==> src/rtl/ffc_pkg.sv <==
// package of constants and types for the frame filter control block
package ffc_pkg;
  // ----------------------------------------------------------------
  // register map
  // ----------------------------------------------------------------
  localparam logic [6:0] FFC_ADDR_CTRL = 7'h00; // frame_filter_control
  localparam logic [6:0] FFC_ADDR_FTYPE = 7'h01; // frame_type_accept_control
  localparam logic [6:0] FFC_ADDR_SRCM = 7'h02; // source match control
  localparam logic [7:0] FFC_CTRL_RESET = 8'h0D;
  // ----------------------------------------------------------------
  // field positions
  // ----------------------------------------------------------------
  localparam int FFC_BIT_EN = 0;
  localparam int FFC_BIT_COORD = 1;
  localparam int FFC_VER_LSB = 2;
  localparam int FFC_MASK_LSB = 4;
  localparam int FFC_BIT_RSVD = 7;
  localparam int FCF_RSVD_LSB = 7;
  localparam int FCF_VER_LSB = 12;
  // access operations on the register port
  typedef enum logic [1:0] {
    FFC_OP_WRITE,
    FFC_OP_SET,
    FFC_OP_CLEAR
  } ffc_op_t;
  // decision states
  typedef enum logic [1:0] {
    FFC_IDLE,
    FFC_WAIT_ADDR,
    FFC_DONE
  } ffc_state_t;
endpackage
==> src/rtl/ffc_frame_filter_control.sv <==
// frame filter control register with per-frame accept decision
`timescale 1ns/1ps
// What this block does
// bit-set access: ones set, zeros untouched
// bit-clear access: zeros clear, ones untouched
// read returns value the filter uses
// software writes zero to bit 7; the block stores bit 7 as written and does not force it to zero
// reserved FCF bits masked reject frame
// frame version above maximum rejects frame
// coordinator flag accepts destination-less frames
// enable bit turns on third-level filtering
// disabled filter ignores other config bits
// decide after FCF and addresses arrive
module ffc_frame_filter_control
  import ffc_pkg::*;
(
  // clock and reset
  input wire logic clock_i,
  input wire logic rst_i,
  // register access port
  input wire logic reg_req_i,
  input wire ffc_pkg::ffc_op_t reg_op_i,
  input wire logic [6:0] reg_addr_i,
  input wire logic [7:0] reg_wdata_i,
  output logic [7:0] reg_rdata_o,
  output logic reg_hit_o,
  // receive side
  input wire logic fcf_valid_i,
  input wire logic [15:0] fcf_i,
  input wire logic addr_done_i,
  input wire logic addr_ok_i,
  input wire logic dest_present_i,
  // decision
  output logic decide_o,
  output logic accept_o,
  // stored control register, without the masking the filter applies when disabled
  output logic [7:0] ctrl_o
);
  import ffc_pkg::*;

  typedef struct packed {
    logic [7:0] ctrl;
    ffc_state_t st;
    logic fail;
    logic [7:0] rdata;
    logic hit;
    logic decide;
    logic accept;
  } ffc_state_s_t;

  ffc_state_s_t r;
  ffc_state_s_t next_r;
  logic [7:0] view;
  logic fcf_bad;

  // ----------------------------------------------------------------
  // effective view and frame checks
  // ----------------------------------------------------------------
  // with filtering off, fields 6:1 read as the value used: zero
  always_comb begin
    view = r.ctrl[FFC_BIT_EN] ? r.ctrl : (r.ctrl & 8'h81);
    fcf_bad = 1'b0;
    if (view[FFC_BIT_EN]) begin
      if ((view[FFC_MASK_LSB +: 3] & fcf_i[FCF_RSVD_LSB +: 3]) != 3'h0) begin
        fcf_bad = 1'b1;
      end
      if (fcf_i[FCF_VER_LSB +: 2] > view[FFC_VER_LSB +: 2]) begin
        fcf_bad = 1'b1;
      end
    end
  end

  // ----------------------------------------------------------------
  // next state
  // ----------------------------------------------------------------
  always_comb begin
    next_r = r;
    next_r.decide = 1'b0;
    next_r.hit = 1'b0;
    // register access; bit 7 is stored as written, software keeps it 0
    if (reg_req_i) begin
      if (reg_addr_i == FFC_ADDR_CTRL) begin
        next_r.hit = 1'b1;
        unique case (reg_op_i)
          FFC_OP_WRITE: next_r.ctrl = reg_wdata_i;
          FFC_OP_SET: next_r.ctrl = r.ctrl | reg_wdata_i;
          // a zero in the mask clears its bit, a one leaves it alone
          FFC_OP_CLEAR: next_r.ctrl = r.ctrl & reg_wdata_i;
          default: next_r.ctrl = r.ctrl;
        endcase
        next_r.rdata = view;
      end else begin
        next_r.rdata = 8'h00;
      end
    end
    // frame decision sequence
    unique case (r.st)
      FFC_IDLE: begin
        if (fcf_valid_i) begin
          next_r.fail = fcf_bad;
          next_r.st = FFC_WAIT_ADDR;
        end
      end
      FFC_WAIT_ADDR: begin
        if (addr_done_i) begin
          next_r.st = FFC_DONE;
          next_r.decide = 1'b1;
          if (!view[FFC_BIT_EN]) begin
            next_r.accept = 1'b1;
          end else if (!dest_present_i) begin
            next_r.accept = !r.fail && view[FFC_BIT_COORD];
          end else begin
            next_r.accept = !r.fail && addr_ok_i;
          end
        end
      end
      FFC_DONE: next_r.st = FFC_IDLE;
    endcase
  end

  // ----------------------------------------------------------------
  // state register
  // ----------------------------------------------------------------
  always_ff @(posedge clock_i) begin
    if (rst_i) begin
      r.ctrl <= FFC_CTRL_RESET;
      r.st <= FFC_IDLE;
      r.fail <= 1'b0;
      r.rdata <= 8'h00;
      r.hit <= 1'b0;
      r.decide <= 1'b0;
      r.accept <= 1'b0;
    end else begin
      r <= next_r;
    end
  end

  assign reg_rdata_o = r.rdata;
  assign reg_hit_o = r.hit;
  assign decide_o = r.decide;
  assign accept_o = r.accept;
  assign ctrl_o = r.ctrl;

  // ----------------------------------------------------------------
  // checks
  // ----------------------------------------------------------------
  property p_set_only;
    @(posedge clock_i) disable iff (rst_i)
    reg_req_i && reg_addr_i == FFC_ADDR_CTRL && reg_op_i == FFC_OP_SET
      |=> ctrl_o == ($past(ctrl_o) | $past(reg_wdata_i));
  endproperty
  a_set_only: assert property (p_set_only)
    else $error("bit-set access wrong");

  property p_clear_only;
    @(posedge clock_i) disable iff (rst_i)
    reg_req_i && reg_addr_i == FFC_ADDR_CTRL && reg_op_i == FFC_OP_CLEAR
      |=> ctrl_o == ($past(ctrl_o) & $past(reg_wdata_i));
  endproperty
  a_clear_only: assert property (p_clear_only)
    else $error("bit-clear access wrong");

  property p_read_view;
    @(posedge clock_i) disable iff (rst_i)
    reg_req_i && reg_addr_i == FFC_ADDR_CTRL && !ctrl_o[0]
      |=> reg_rdata_o[6:1] == 6'h00 && reg_hit_o;
  endproperty
  a_read_view: assert property (p_read_view)
    else $error("read does not show used value");

  property p_write;
    @(posedge clock_i) disable iff (rst_i)
    reg_req_i && reg_addr_i == FFC_ADDR_CTRL && reg_op_i == FFC_OP_WRITE
      |=> ctrl_o == $past(reg_wdata_i);
  endproperty
  a_write: assert property (p_write)
    else $error("plain write wrong");

  property p_mask_reject;
    @(posedge clock_i) disable iff (rst_i)
    r.st == FFC_IDLE && fcf_valid_i && ctrl_o[0]
      && (ctrl_o[6:4] & fcf_i[9:7]) != 3'h0 && !reg_req_i
      ##1 (addr_done_i && r.st == FFC_WAIT_ADDR) |=> decide_o && !accept_o;
  endproperty
  a_mask_reject: assert property (p_mask_reject)
    else $error("reserved bits not rejected");

  property p_version_reject;
    @(posedge clock_i) disable iff (rst_i)
    r.st == FFC_IDLE && fcf_valid_i && ctrl_o[0] && !reg_req_i
      && fcf_i[13:12] > ctrl_o[3:2]
      ##1 (addr_done_i && r.st == FFC_WAIT_ADDR) |=> !accept_o;
  endproperty
  a_version_reject: assert property (p_version_reject)
    else $error("version not rejected");

  property p_coord;
    @(posedge clock_i) disable iff (rst_i)
    r.st == FFC_WAIT_ADDR && addr_done_i && ctrl_o[0] && !dest_present_i
      && !ctrl_o[1] |=> decide_o && !accept_o;
  endproperty
  a_coord: assert property (p_coord)
    else $error("destination-less accepted without coordinator");

  property p_disabled;
    @(posedge clock_i) disable iff (rst_i)
    r.st == FFC_WAIT_ADDR && addr_done_i && !ctrl_o[0]
      |=> decide_o && accept_o;
  endproperty
  a_disabled: assert property (p_disabled)
    else $error("disabled filter rejected frame");

  property p_decide_time;
    @(posedge clock_i) disable iff (rst_i)
    r.st == FFC_WAIT_ADDR && addr_done_i |=> decide_o ##1 !decide_o;
  endproperty
  a_decide_time: assert property (p_decide_time)
    else $error("decision pulse wrong");

  c_accept: cover property (@(posedge clock_i) decide_o && accept_o);
  c_reject: cover property (@(posedge clock_i) decide_o && !accept_o);
  c_set: cover property (@(posedge clock_i)
    reg_req_i && reg_op_i == FFC_OP_SET);
endmodule

==> config.mk <==
export PLATFORM = sky130hd
export DESIGN_NAME = ffc_frame_filter_control
export DESIGN_NICKNAME = d
export VERILOG_FILES = /design/src/rtl/ffc_pkg.sv /design/src/rtl/ffc_frame_filter_control.sv
export SDC_FILE = /design/constraint.sdc
export NUM_CORES = 1
export LEC_CHECK = 0
export BUFFER_PORTS_ARGS = -buffer_cell sky130_fd_sc_hd__buf_2
export CORE_UTILIZATION = 46
export CTS_BUF_LIST = sky130_fd_sc_hd__clkbuf_4 sky130_fd_sc_hd__clkbuf_8
export CTS_CLUSTER_DIAMETER = 80
export DETAILED_ROUTE_END_ITERATION = 10
export PLACE_DENSITY = 0.88
export SLEW_MARGIN = 15
export SYNTH_ARGS = -nofsm -noshare
export SYNTH_HDL_FRONTEND = slang
export SYNTH_SLANG_ARGS = --single-unit
export TNS_END_PERCENT = 20
==> constraint.sdc <==
create_clock -name clock_i -period 2.4 [get_ports clock_i]
set_clock_uncertainty 0.05 [all_clocks]
set_input_delay 0.24 -clock clock_i [delete_from_list [all_inputs] [get_ports clock_i]]
set_output_delay 0.24 -clock clock_i [all_outputs]
set_load 0.02 [all_outputs]
# --- Yosys cells after proc, flatten, opt, wreduce, memory -nomap -nowiden ---
# Cells that the tools add are included.
word_totals:
  in_bits: 40
  output_inout_bits: 19
  ff_bits: 22
op_classes:
  reduce_logical: 14
  order_cmp: 1
  eq_ne: 6
  bitwise_logic: 5
  mux: 13
op_table:
  columns: ["op", "count"]
  rows:
  - ["$pmux W8 S3", 1]
  - ["$and A8 B8 Y8", 1]
  - ["$mux W8", 1]
  - ["$or A8 B8 Y8", 1]
  - ["$logic_not A7 Y1", 1]
  - ["$mux W7", 1]
  - ["$mux W1", 6]
  - ["$pmux W2 S3", 1]
  - ["$reduce_and A2 Y1", 3]
  - ["$reduce_bool A3 Y1", 2]
  - ["$eq A2 B1 Y1 const B", 2]
  - ["$eq A2 B2 Y1 const B", 2]
  - ["$logic_not A2 Y1", 2]
  - ["$mux W2", 2]
  - ["$ne A2 B2 Y1 const B", 2]
  - ["$reduce_or A2 Y1", 2]
  - ["$and A3 B3 Y3", 1]
  - ["$mux W3", 1]
  - ["$reduce_and A3 Y1", 1]
  - ["$gt A2 B2 Y1", 1]
  - ["$logic_and A1 B1 Y1", 2]
  - ["$not A1 Y1", 2]
  - ["$logic_not A1 Y1", 1]

# --- Logic depth before layout (Yosys ltp) ---
# Gate-level depths: netlist of run 1.
depth:
  ltp_word: 8
  depth_mapped: 6

# --- Least setup slack after synthesis of run 1 ---
# OpenSTA, ideal clock, no wires.
synth_timing:
  kind: "input-to-reg"
  from: "input reg_addr_i[2]"
  to: "register r (netlist bit ctrl_o[0])"
  setup_slack_ns: 0.589
  path_stages: 4
  arrival_ns: 1.639
  path_cell_list: "or4_4 -> a2111oi_4 -> nand2_1 -> a221o_1"
synth_between:
  elab_chain_len: 2
synth_lines:
  columns: ["element", "line_no", "rtl"]
  rows:
  - ["start, declared", "ffc_frame_filter_control.sv:23", "input wire logic [6:0] reg_addr_i,"]
  - ["$logic_not A7 Y1", "ffc_frame_filter_control.sv:82", "if (reg_addr_i == FFC_ADDR_CTRL) begin"]
  - ["$reduce_and A3 Y1 (no source line)", null, null]
  - ["end signal, assigned", "ffc_frame_filter_control.sv:134", "r <= next_r;"]
  - ["end, declared", "ffc_frame_filter_control.sv:51", "ffc_state_s_t r;"]
# Every way passes these cells.
# A chain may end at the register's enable or synchronous reset.

# --- Worst setup path in the final report of run 1 ---
layout_timing:
  from: "input reg_addr_i[2]"
  to: "register r (netlist bit ctrl_o[6])"
# Same word-level chain as after synthesis.

==> results.md, run 1 <==
Clock tree:
- In this run the deepest clock path goes through 2 buffers.
- TritonCTS built the clock tree.
- The number of clock sinks is 22.
- The count of buffers added by post-CTS timing repair for setup is 0.
- After clock tree synthesis, the clock-pin slew on the worst setup and hold paths is 0.11 ns.
- Clock tree synthesis selected as its root buffer the cell clkbuf_4.
- At the later pin of the worst-skew pair, clock insertion delay measures 0.32 ns.
- The number of levels the H-tree was split into is 1.
- The number of gates resized after CTS was 0.
- Counting the buffers created by CTS gives 3.
- The number of hold-repair buffers added at the cts stage is 0.

Synth:
- The dominant synthesized flop cell is dfxtp_1.
- The top cell type by area accounts for 38.0% of the synthesized area.
- Counting flops with a built-in enable in the synthesized netlist gives 0.
- The complex-gate fraction of the synthesized area is 20.3%.
- The post-synthesis net count is 175.
- In the post-synthesis netlist, the biggest area contributors are dfxtp_1 38%, buf_4 10%, ha_1 8.6%.
- The count of different cell masters after synthesis is 33.
- The async set-or-reset flop fraction in the synthesized netlist is 0%.
- The share of the yosys chip area belonging to registers is 38.0%.
- After synthesis, the largest family of logic cells by area is compound AO/OA/AOI/OAI gates.
- The flop and latch count out of synthesis is 22.
- The number of warnings issued by yosys is 0.
- Dividing the synthesized area by the synthesized cell count gives 9.13 sq um.
- The adder-cell share of the synthesized area is 8.63%.
- The commonest cells after synthesis are 22 x dfxtp_1, 19 x nand2_1, 16 x buf_4.
- Synthesis produced 127 cells.
- The largest total area in the synthesized netlist belongs to dfxtp_1.
- Measured against the total synthesized area, the mux share comes to 1.73%.
- The mapped cell area is 0.00116 sq mm.
- Summing the areas of all xor and xnor instances in the mapped netlist gives 0% of the synthesized area.
- After Yosys synthesis, and, or, nand and nor cells account for 17.0% of the synthesized area.
- The most used standard cell by instance count after synthesis is dfxtp_1.

Global route:
- The global-route wire length before repair is 4110 microns.
- The aggregate global-route resource usage is 20.9%.
- Global routing finished with a remaining overflow of 0.
- The number of antenna violations at the first check in global routing is 0.
- The number of global-route vias before repair is 1,006.
- Entering global routing, the biggest net connects 13 pins.

Power:
- IR analysis of the VDD net gives a maximum drop of 0.298 mV.
- For this design the static power due to leakage is 0.637 nW.
- Power spread over the standard cell area amounts to 505 mW/mm^2.

Detailed routing:
- In the routed design, unresolved DRC markers number 0.
- After detailed routing, the average wire length per cell comes to 12.9 microns.
- For this block, the initial DRC count from the detailed router was 28.
- The first detailed-routing pass ran for 4 iterations.
- In this run the remaining antenna-violating nets after routing total 0.
- The total number of vias is 1,003.
- The final wirelength is 2410 microns.
- After detailed routing, the number of vias per cell comes to 5.36.

Hold path:
- Along the worst hold path, the cell count comes to 2.
- The worst hold path belongs to the class in -> reg.
- In this run the most critical hold path is launched from reg_wdata_i[5].

Worst setup path:
- Walking the worst path, the cells encountered are buf_2 > or4_4 > nor2_1 > nor4b_1 > a32o_1.
- The worst setup path is captured at a flip-flop.
- The slowest stage of the critical path belongs to the cell nor4b_1.
- The setup path with the least slack is of type in -> reg.
- The worst register-to-register path begins at ctrl_o[0]$_SDFFE_PP1P_.
- For the worst setup path, the data arrival time is 1.97 ns.
- The critical path starts at reg_addr_i[2].
- STA classifies the critical path startpoint as an input pin.
- At the worst endpoint, the required time is 2.61 ns.
- The largest driver fanout on the critical path is 4.
- The number of cells traversed by the worst register-to-register path is 6.
- The highest cell delay on the worst timing path is 0.69 ns.

Timing:
- The final-report max-slew violation count is 0.
- Derived from the worst setup path, the maximum achievable clock frequency is 0.567 GHz.
- At the pin with the least slew margin, the transition time is 0.821 ns.
- The count of endpoints failing hold in the final timing report is 0.
- Setup total negative slack on the finished layout was measured at 0 ns.
- The relative slew slack is 44.5%.
- The final critical delay including setup and external delays is 1.76 ns.
- The final cycle utilization of the critical path is 73.5%.
- Setup repair after global routing left no endpoint under its margin.
- Setup violations remaining at the end of the flow were counted as 0.

Flow run:
- Max-cap violations in this run came to 0.

Die:
- The number of primary I/O pins is 59.
- The die boundary width is 52.2 microns.
- The initial core utilization is 50.5%.
- The placeable core area is 0.00230 sq mm.
- The floorplan has 17 rows.
- The die covers 0.00273 sq mm.
- The die extent in y is 52.2 microns.

Place:
- The detailed placer's ending HPWL is 1890 microns.
- The routability congestion estimate from global placement is 0.791.
- Buffers placed on the I/O ports in this run total 47.
- The placement-stage cell area is 0.00130 sq mm.

Finish:
- The post-layout instance area is 0.00133 sq mm.
- The share of cells above drive strength 1 is 34.6%.
- The diode insertion count for antenna repair is 0.
- The layout-stage area growth over the synthesis result is 15.0%.
- At the end of the flow, the number of nets in the layout was 208.

Run status:
- The run finished with clean final reports.
## layout make-up
class	count	area (sq um)
clock buffer	4	36.3
fill	198	963
inverter	9	33.8
multi-input combinational	77	553
sequential	22	440
tap	28	35.0
timing repair buffer	47	235
## sequential cells by signal, indices dropped and copies added, names as in the netlist
register / cells
accept_o: 1
ctrl_o: 8
decide_o: 1
r: 3
reg_hit_o: 1
reg_rdata_o: 8
## power by group
part	total [W]	internal, W	switching (W)
Sequential	0.000376	0.000371	0.00000429
Combinational	0.0000901	0.0000404	0.0000498
Clock	0.000207	0.0000929	0.000114
## metrics by stage
step,hold slack [ns],instances,total power [W],util (%),setup slack [ns]
after global placement,0.377,183,0.000469,56.5,0.376
after CTS,0.0980,187,0.000675,58.1,0.662
final,0.103,187,0.000673,58.1,0.636
after floorplan,0.274,127,0.000435,-,0.589
after global routing,0.0955,187,0.000709,58.1,0.600
after detailed placement,0.411,183,0.000474,56.5,0.332
## logic make-up (layout without fill, tap and decap cells)
kind of cell	after synthesis	count (layout)
and+or+nand+nor	40	40
AOI/OAI and AO/OA	27	27
buffers and inverters	28	60
muxes	2	2
DFF	22	22
adders and majority gates	8	8
## routing by layer
metal,up-vias,wire length (microns),GRT usage (%)
met5,-,0,0
met4,0,85,14.0
met3,9,147,4.64
met2,40,1160,34.8
met1,461,1020,23.5
li1,493,-,-
## layout by cell type, fill, tap and decap left out, types with 2 or more instances in the layout
master | synthesis | layout
dfxtp_1 | 22 | 22
nand2_1 | 19 | 19
a221o_1 | 3 | 3
a32o_1 | 4 | 4
a22o_1 | 6 | 6
ha_1 | 8 | 8
buf_2 | 1 | 47
clkbuf_4 | 0 | 3
nor2_1 | 7 | 7
a21oi_1 | 4 | 4
inv_1 | 9 | 9
mux2i_1 | 2 | 2
nand3_1 | 2 | 2
nand2b_1 | 3 | 3
o21ai_0 | 3 | 3
## worst max-delay path: cells and delay by family
family / cells / cell delay, ns
AO/OA/AOI/OAI: 1 / 0.22
buffers and inverters: 1 / 0.09
AND/OR/NAND/NOR: 3 / 1.42
## worst paths after layout
kind / to / slack [ns]
hold / removal: ctrl_o[5]$_SDFFE_PP0P_ / 0.10
setup reg to reg: r[11]$_SDFFE_PP0P_ / 0.88
setup / recovery: ctrl_o[6]$_SDFFE_PP0P_ / 0.64
hold reg to reg: reg_rdata_o[7]$_SDFFE_PP0P_ / 0.43
No activity file was read; power rests on OpenSTA's default activity.
==> run 2, diff against run 1 <==
--- a/config.mk
+++ b/config.mk
@@ -5,12 +5,13 @@
 export SDC_FILE = /design/constraint.sdc
 export NUM_CORES = 1
 export LEC_CHECK = 0
+export ABC_AREA = 1
 export BUFFER_PORTS_ARGS = -buffer_cell sky130_fd_sc_hd__buf_2
-export CORE_UTILIZATION = 46
+export CORE_UTILIZATION = 49
 export CTS_BUF_LIST = sky130_fd_sc_hd__clkbuf_4 sky130_fd_sc_hd__clkbuf_8
 export CTS_CLUSTER_DIAMETER = 80
 export DETAILED_ROUTE_END_ITERATION = 10
-export PLACE_DENSITY = 0.88
+export PLACE_DENSITY = 0.89
 export SLEW_MARGIN = 15
 export SYNTH_ARGS = -nofsm -noshare
 export SYNTH_HDL_FRONTEND = slang
==> constraint.sdc (replaced) <==
create_clock -name clock_i -period 1.65 [get_ports clock_i]
set_clock_uncertainty 0.05 [all_clocks]
set_input_delay 0.165 -clock clock_i [delete_from_list [all_inputs] [get_ports clock_i]]
set_output_delay 0.165 -clock clock_i [all_outputs]
set_load 0.02 [all_outputs]
==> run 2 against run 1 <==
Sequential cell count did not move. Sequential power rose by 47%. Sequential share of layout area fell by 4.7 points. Largest cell class unchanged. Critical path type is now reg -> reg. Core utilization rose by 2.6 points. Via count rose by 34%. Highest routed layer unchanged. Worst hold slack got worse by 0.069 ns. Synthesized cell count rose by 61%.
==> results.md, run 2 <==
Worst setup path:
- The start of the worst register-to-register path is ctrl_o[0]$_SDFFE_PP1P_ (unchanged).
- The kind of cell adding the most delay to the critical path is flip-flops (was simple AND/OR/NAND/NOR gates).
- The highest cell delay on the worst timing path came to 0.45 ns (was 0.69 ns).
- The largest driver fanout on the critical path is 7 (was 4).
- The cell with the largest stage delay on the worst path is dfxtp_1 (was nor4b_1).
- The worst path buffer plus inverter count is 1 (unchanged).
- The most used cell along the critical path is nand2_1.
- The worst path required time is 1.81 ns (was 2.61 ns).
- Cell chain of the critical path: nand2_1 > ha_1 > inv_1 > nor2_1 > o21ai_1 > nand2_1 > nand2_1 > a21oi_1 (was buf_2 > or4_4 > nor2_1 > nor4b_1 > a32o_1).
- The capturing point of the worst reg2reg path is r[11]$_SDFFE_PP0P_ (unchanged).
- The worst path arrival time is 1.54 ns (was 1.97 ns).
- The category of the worst setup path capture point is a flip-flop (unchanged).
- The classification of the worst setup path was reg -> reg (was in -> reg).
- The number of cells traversed by the worst register-to-register path is 8 (was 6).
- The slack of the worst reg-to-reg path came to 0.28 ns (was 0.88 ns).
- The startpoint type of the worst setup path is a flip-flop (was input pin).

Detailed routing:
- The via density per instance came to 5.08 (was 5.36).
- The total iterations of the first detailed-routing run is 4 (unchanged).
- The total number of vias is 1,342 (was 1,003).
- The final wirelength is 2890 microns (was 2410 microns).
- The post-detailed-route count of antenna-violating nets was 0 (unchanged).
- The wire length per cell after detailed routing is 11.0 microns (was 12.9 microns).
- The number of DRC markers in iteration 0 was 32 (was 28).
- The total DRC errors in the routed layout came to 0 (unchanged).

Clock tree:
- The count of buffers added by post-CTS timing repair for setup came to 0 (unchanged).
- The number of clock sinks came to 22 (unchanged).
- The number of hold-repair buffers added at the cts stage is 0 (unchanged).
- The count of instances resized after the clock tree is built is 0 (unchanged).
- The number of levels the H-tree was split into is 1 (unchanged).
- The latest clock arrival within the worst-skew pair is 0.32 ns (about the same).
- The clock-pin slew on the worst setup and hold paths is 0.13 ns (was 0.11 ns).
- The number of buffers on the longest clock path is 2 (unchanged).
- The root cell of the clock tree is clkbuf_4 (unchanged).
- The CTS tree is done (unchanged).
- The number of buffers created by CTS was 3 (unchanged).

Timing:
- The count of final setup violators is 0 (unchanged).
- The achievable frequency is 0.729 GHz.
- The final cycle utilization of the critical path is 83.1%.
- The final hold slack is 0.0347 ns (was 0.103 ns).
- Setup repair after global routing missed its margin: no (unchanged).
- The count of endpoints failing hold in the final timing report is 0 (unchanged).
- The relative slew slack is 77.0% (was 44.5%).
- The final-report max-slew violation count is 0 (unchanged).
- The slew at the pin closest to its max-slew limit is 0.345 ns (was 0.821 ns).
- The final sum of negative setup slack is 0 ns (unchanged).
- The final critical delay including setup and external delays is 1.37 ns.

Synth:
- The async set-or-reset flop fraction in the synthesized netlist was 0% (unchanged).
- The number of warnings issued by yosys was 0 (unchanged).
- The most used standard cell by instance count after synthesis is nand2_1 (was dfxtp_1).
- The post-synthesis net count is 252 (was 175).
- The top cell type's share of synthesized area is 32.1% (was 38.0%).
- The flop and latch count out of synthesis is 22 (unchanged).
- Post-synth top cells: 70 x nand2_1, 22 x dfxtp_1, 18 x a21oi_1 (was 22 x dfxtp_1, 19 x nand2_1, 16 x buf_4).
- The biggest area consumer among synthesized cells is dfxtp_1 (unchanged).
- The dominant synthesized flop cell was dfxtp_1 (unchanged).
- The mapped cell area was 0.00137 sq mm (was 0.00116 sq mm).
- The gate count after technology mapping is 204 (was 127).
- Synth top area cells: dfxtp_1 32%, nand2_1 19%, buf_4 8.7% (was dfxtp_1 38%, buf_4 10%, ha_1 8.6%).
- The count of different cell masters after synthesis is 22 (was 33).
- The number of enable flip-flop cells after synthesis is 0 (unchanged).
- The synthesized area divided by synthesized cell count was 6.73 sq um (was 9.13 sq um).
- The share of the yosys chip area belonging to registers is 32.1% (was 38.0%).

Hold path:
- The beginning of the worst hold path was addr_done_i (was reg_wdata_i[5]).
- The worst min-delay path endpoint is decide_o$_SDFF_PP0_ (was ctrl_o[5]$_SDFFE_PP0P_).
- The worst hold path depth was 3 (was 2).
- The path type of the worst min-delay path is in -> reg (unchanged).

Power:
- The fraction of power spent switching nets is 25.7% (was 25.0%).
- The areal power density over the cells is 748 mW/mm^2 (was 505 mW/mm^2).
- The largest voltage drop on the vdd net is 1.20 mV (was 0.298 mV).
- The net switching power of the design was 0.000300 W (was 0.000168 W).
- The proportion of power drawn by combinational gates is 16.6% (was 13.4%).
- The total leakage power is 0.856 nW (was 0.637 nW).
- The clock share of power came to 36.1% (was 30.8%).
- The internal power is 0.000865 W (was 0.000505 W).
- The sequential cell fraction of total power came to 47.3% (was 55.8%).

Global route:
- The aggregate global-route resource usage was 22.2% (was 20.9%).
- The number of antenna violations at the first check in global routing came to 0 (unchanged).
- The number of global-route vias before repair is 1,110 (was 1,006).
- The largest net degree at the start of global routing is 19 (was 13).
- The total grt overflow is 0 (unchanged).
- The global-route wire length before repair came to 4750 microns (was 4110 microns).

Finish:
- The count of non-filler cells in the finished layout is 264 (was 187).
- The leading cell type in the layout, fill and taps excluded is nand2_1 (was buf_2).
- The diode insertion count for antenna repair is 0 (unchanged).
- The filler cell count in the final layout is 262 (was 198).
- The share of cells above drive strength 1 came to 26.9% (was 34.6%).
- The multi-input combinational cell area is 708 sq um (was 553 sq um).
- The layout-stage area growth over the synthesis result was 13.4% (was 15.0%).
- The fraction of the core area covered by cells at the end of the flow is 60.7% (was 58.1%).
- The final net count is 283 (was 208).
- The combined flip-flop and latch cell area is 440 sq um (unchanged).
- Leading cell types in the layout, fill and taps excluded: 70 x nand2_1, 47 x buf_2, 22 x dfxtp_1 (was 47 x buf_2, 22 x dfxtp_1, 19 x nand2_1).
- The post-layout instance area came to 0.00156 sq mm (was 0.00133 sq mm).

Place:
- The number of buffer cells added on primary ports was 47 (unchanged).
- The detailed placer's ending HPWL is 2090 microns (was 1890 microns).
- The post-placement cell count is 260 (was 183).
- The placement-stage cell area is 0.00151 sq mm (was 0.00130 sq mm).
- The routability congestion estimate from global placement is 0.799 (was 0.791).

Die:
- The initial core utilization came to 53.5% (was 50.5%).
- The die boundary width is 55.0 microns (was 52.2 microns).
- The die extent in y was 55.0 microns (was 52.2 microns).
- The placeable core area came to 0.00257 sq mm (was 0.00230 sq mm).
- The full die area came to 0.00302 sq mm (was 0.00273 sq mm).
- The number of primary I/O pins is 59 (unchanged).
- The number of rows in the core area came to 18 (was 17).

Run status:
- Status: finished, final reports clean (unchanged).

Flow run:
- The reported max-cap violation count is 0 (unchanged).
[run 2: changes by cell type after synthesis, sizes merged, moves of 4 or more]
cell   before  now
inv         9   18
a21oi       4   18
nand3       2   14
nand2      19   73
a32o        4    0
o21ai       3   13
nand4       0    5
a22o        6    0
[run 2: cell type report]
type	count	area share [%]
multi-input combinational	141	45.5
inverter	19	4.90
timing repair buffer	48	15.6
tap	30	2.41
clock buffer	3	1.45
sequential	22	28.3
clock inverter	1	1.93
[run 2: stage by stage]
stage                     total power (W)  worst slack, ns
after global routing              0.00123            0.146
after detailed placement         0.000750            0.302
after global placement           0.000745            0.329
final                             0.00117            0.278
after floorplan                  0.000687            0.256
after CTS                         0.00117            0.282
[run 2: logic make-up after synthesis]
group / Yosys count / share of synthesized area, %
buffers and inverters: 41 / 16.4
AND/OR/NAND/NOR: 101 / 32.5
AO/OA/AOI/OAI: 32 / 11.7
adder cells (fa/ha/maj): 8 / 7.29
flip-flops: 22 / 32.1
[run 2: worst max-delay path by stage]
stage,start,endpoint,slack (ns),cells after the start
3_5_place_dp,ctrl_o[0]$_SDFFE_PP1P_,r[11]$_SDFFE_PP0P_,0.30,8
4_1_cts,ctrl_o[0]$_SDFFE_PP1P_,r[11]$_SDFFE_PP0P_,0.28,8
2_1_floorplan,ctrl_o[0]$_SDFFE_PP1P_,r[11]$_SDFFE_PP0P_,0.26,9
5_1_grt,ctrl_o[0]$_SDFFE_PP1P_,r[11]$_SDFFE_PP0P_,0.15,8
3_3_place_gp,ctrl_o[3]$_SDFFE_PP1P_,r[11]$_SDFFE_PP0P_,0.33,8
6_report,ctrl_o[0]$_SDFFE_PP1P_,r[11]$_SDFFE_PP0P_,0.28,8
[run 2: per-layer routing]
| layer | up-vias | track usage (%) | wire length, microns |
|---|---|---|---|
| li1 | 705 | - | - |
| met1 | 587 | 28.5 | 1300 |
| met2 | 45 | 36.3 | 1360 |
| met3 | 5 | 5.74 | 203 |
| met4 | 0 | 6.67 | 31 |
| met5 | - | 0 | 0 |
[run 2: worst register-to-register path, delay by kind of cell, from the launching register on]
kind | cells | cell delay [ns]
adder cells (fa/ha/maj) | 1 | 0.29
buffers and inverters | 1 | 0.06
flip-flops | 1 | 0.45
AO/OA/AOI/OAI | 2 | 0.18
AND/OR/NAND/NOR | 4 | 0.24
[run 2: power groups by stage]
stage | combinational (W) | clock, W | sequential (W)
final | 0.000193 | 0.000420 | 0.000551
after global routing | 0.000226 | 0.000448 | 0.000553
after CTS | 0.000194 | 0.000427 | 0.000551
after detailed placement | 0.000187 | 0 | 0.000563
after global placement | 0.000183 | 0 | 0.000563
after floorplan | 0.000121 | 0 | 0.000566
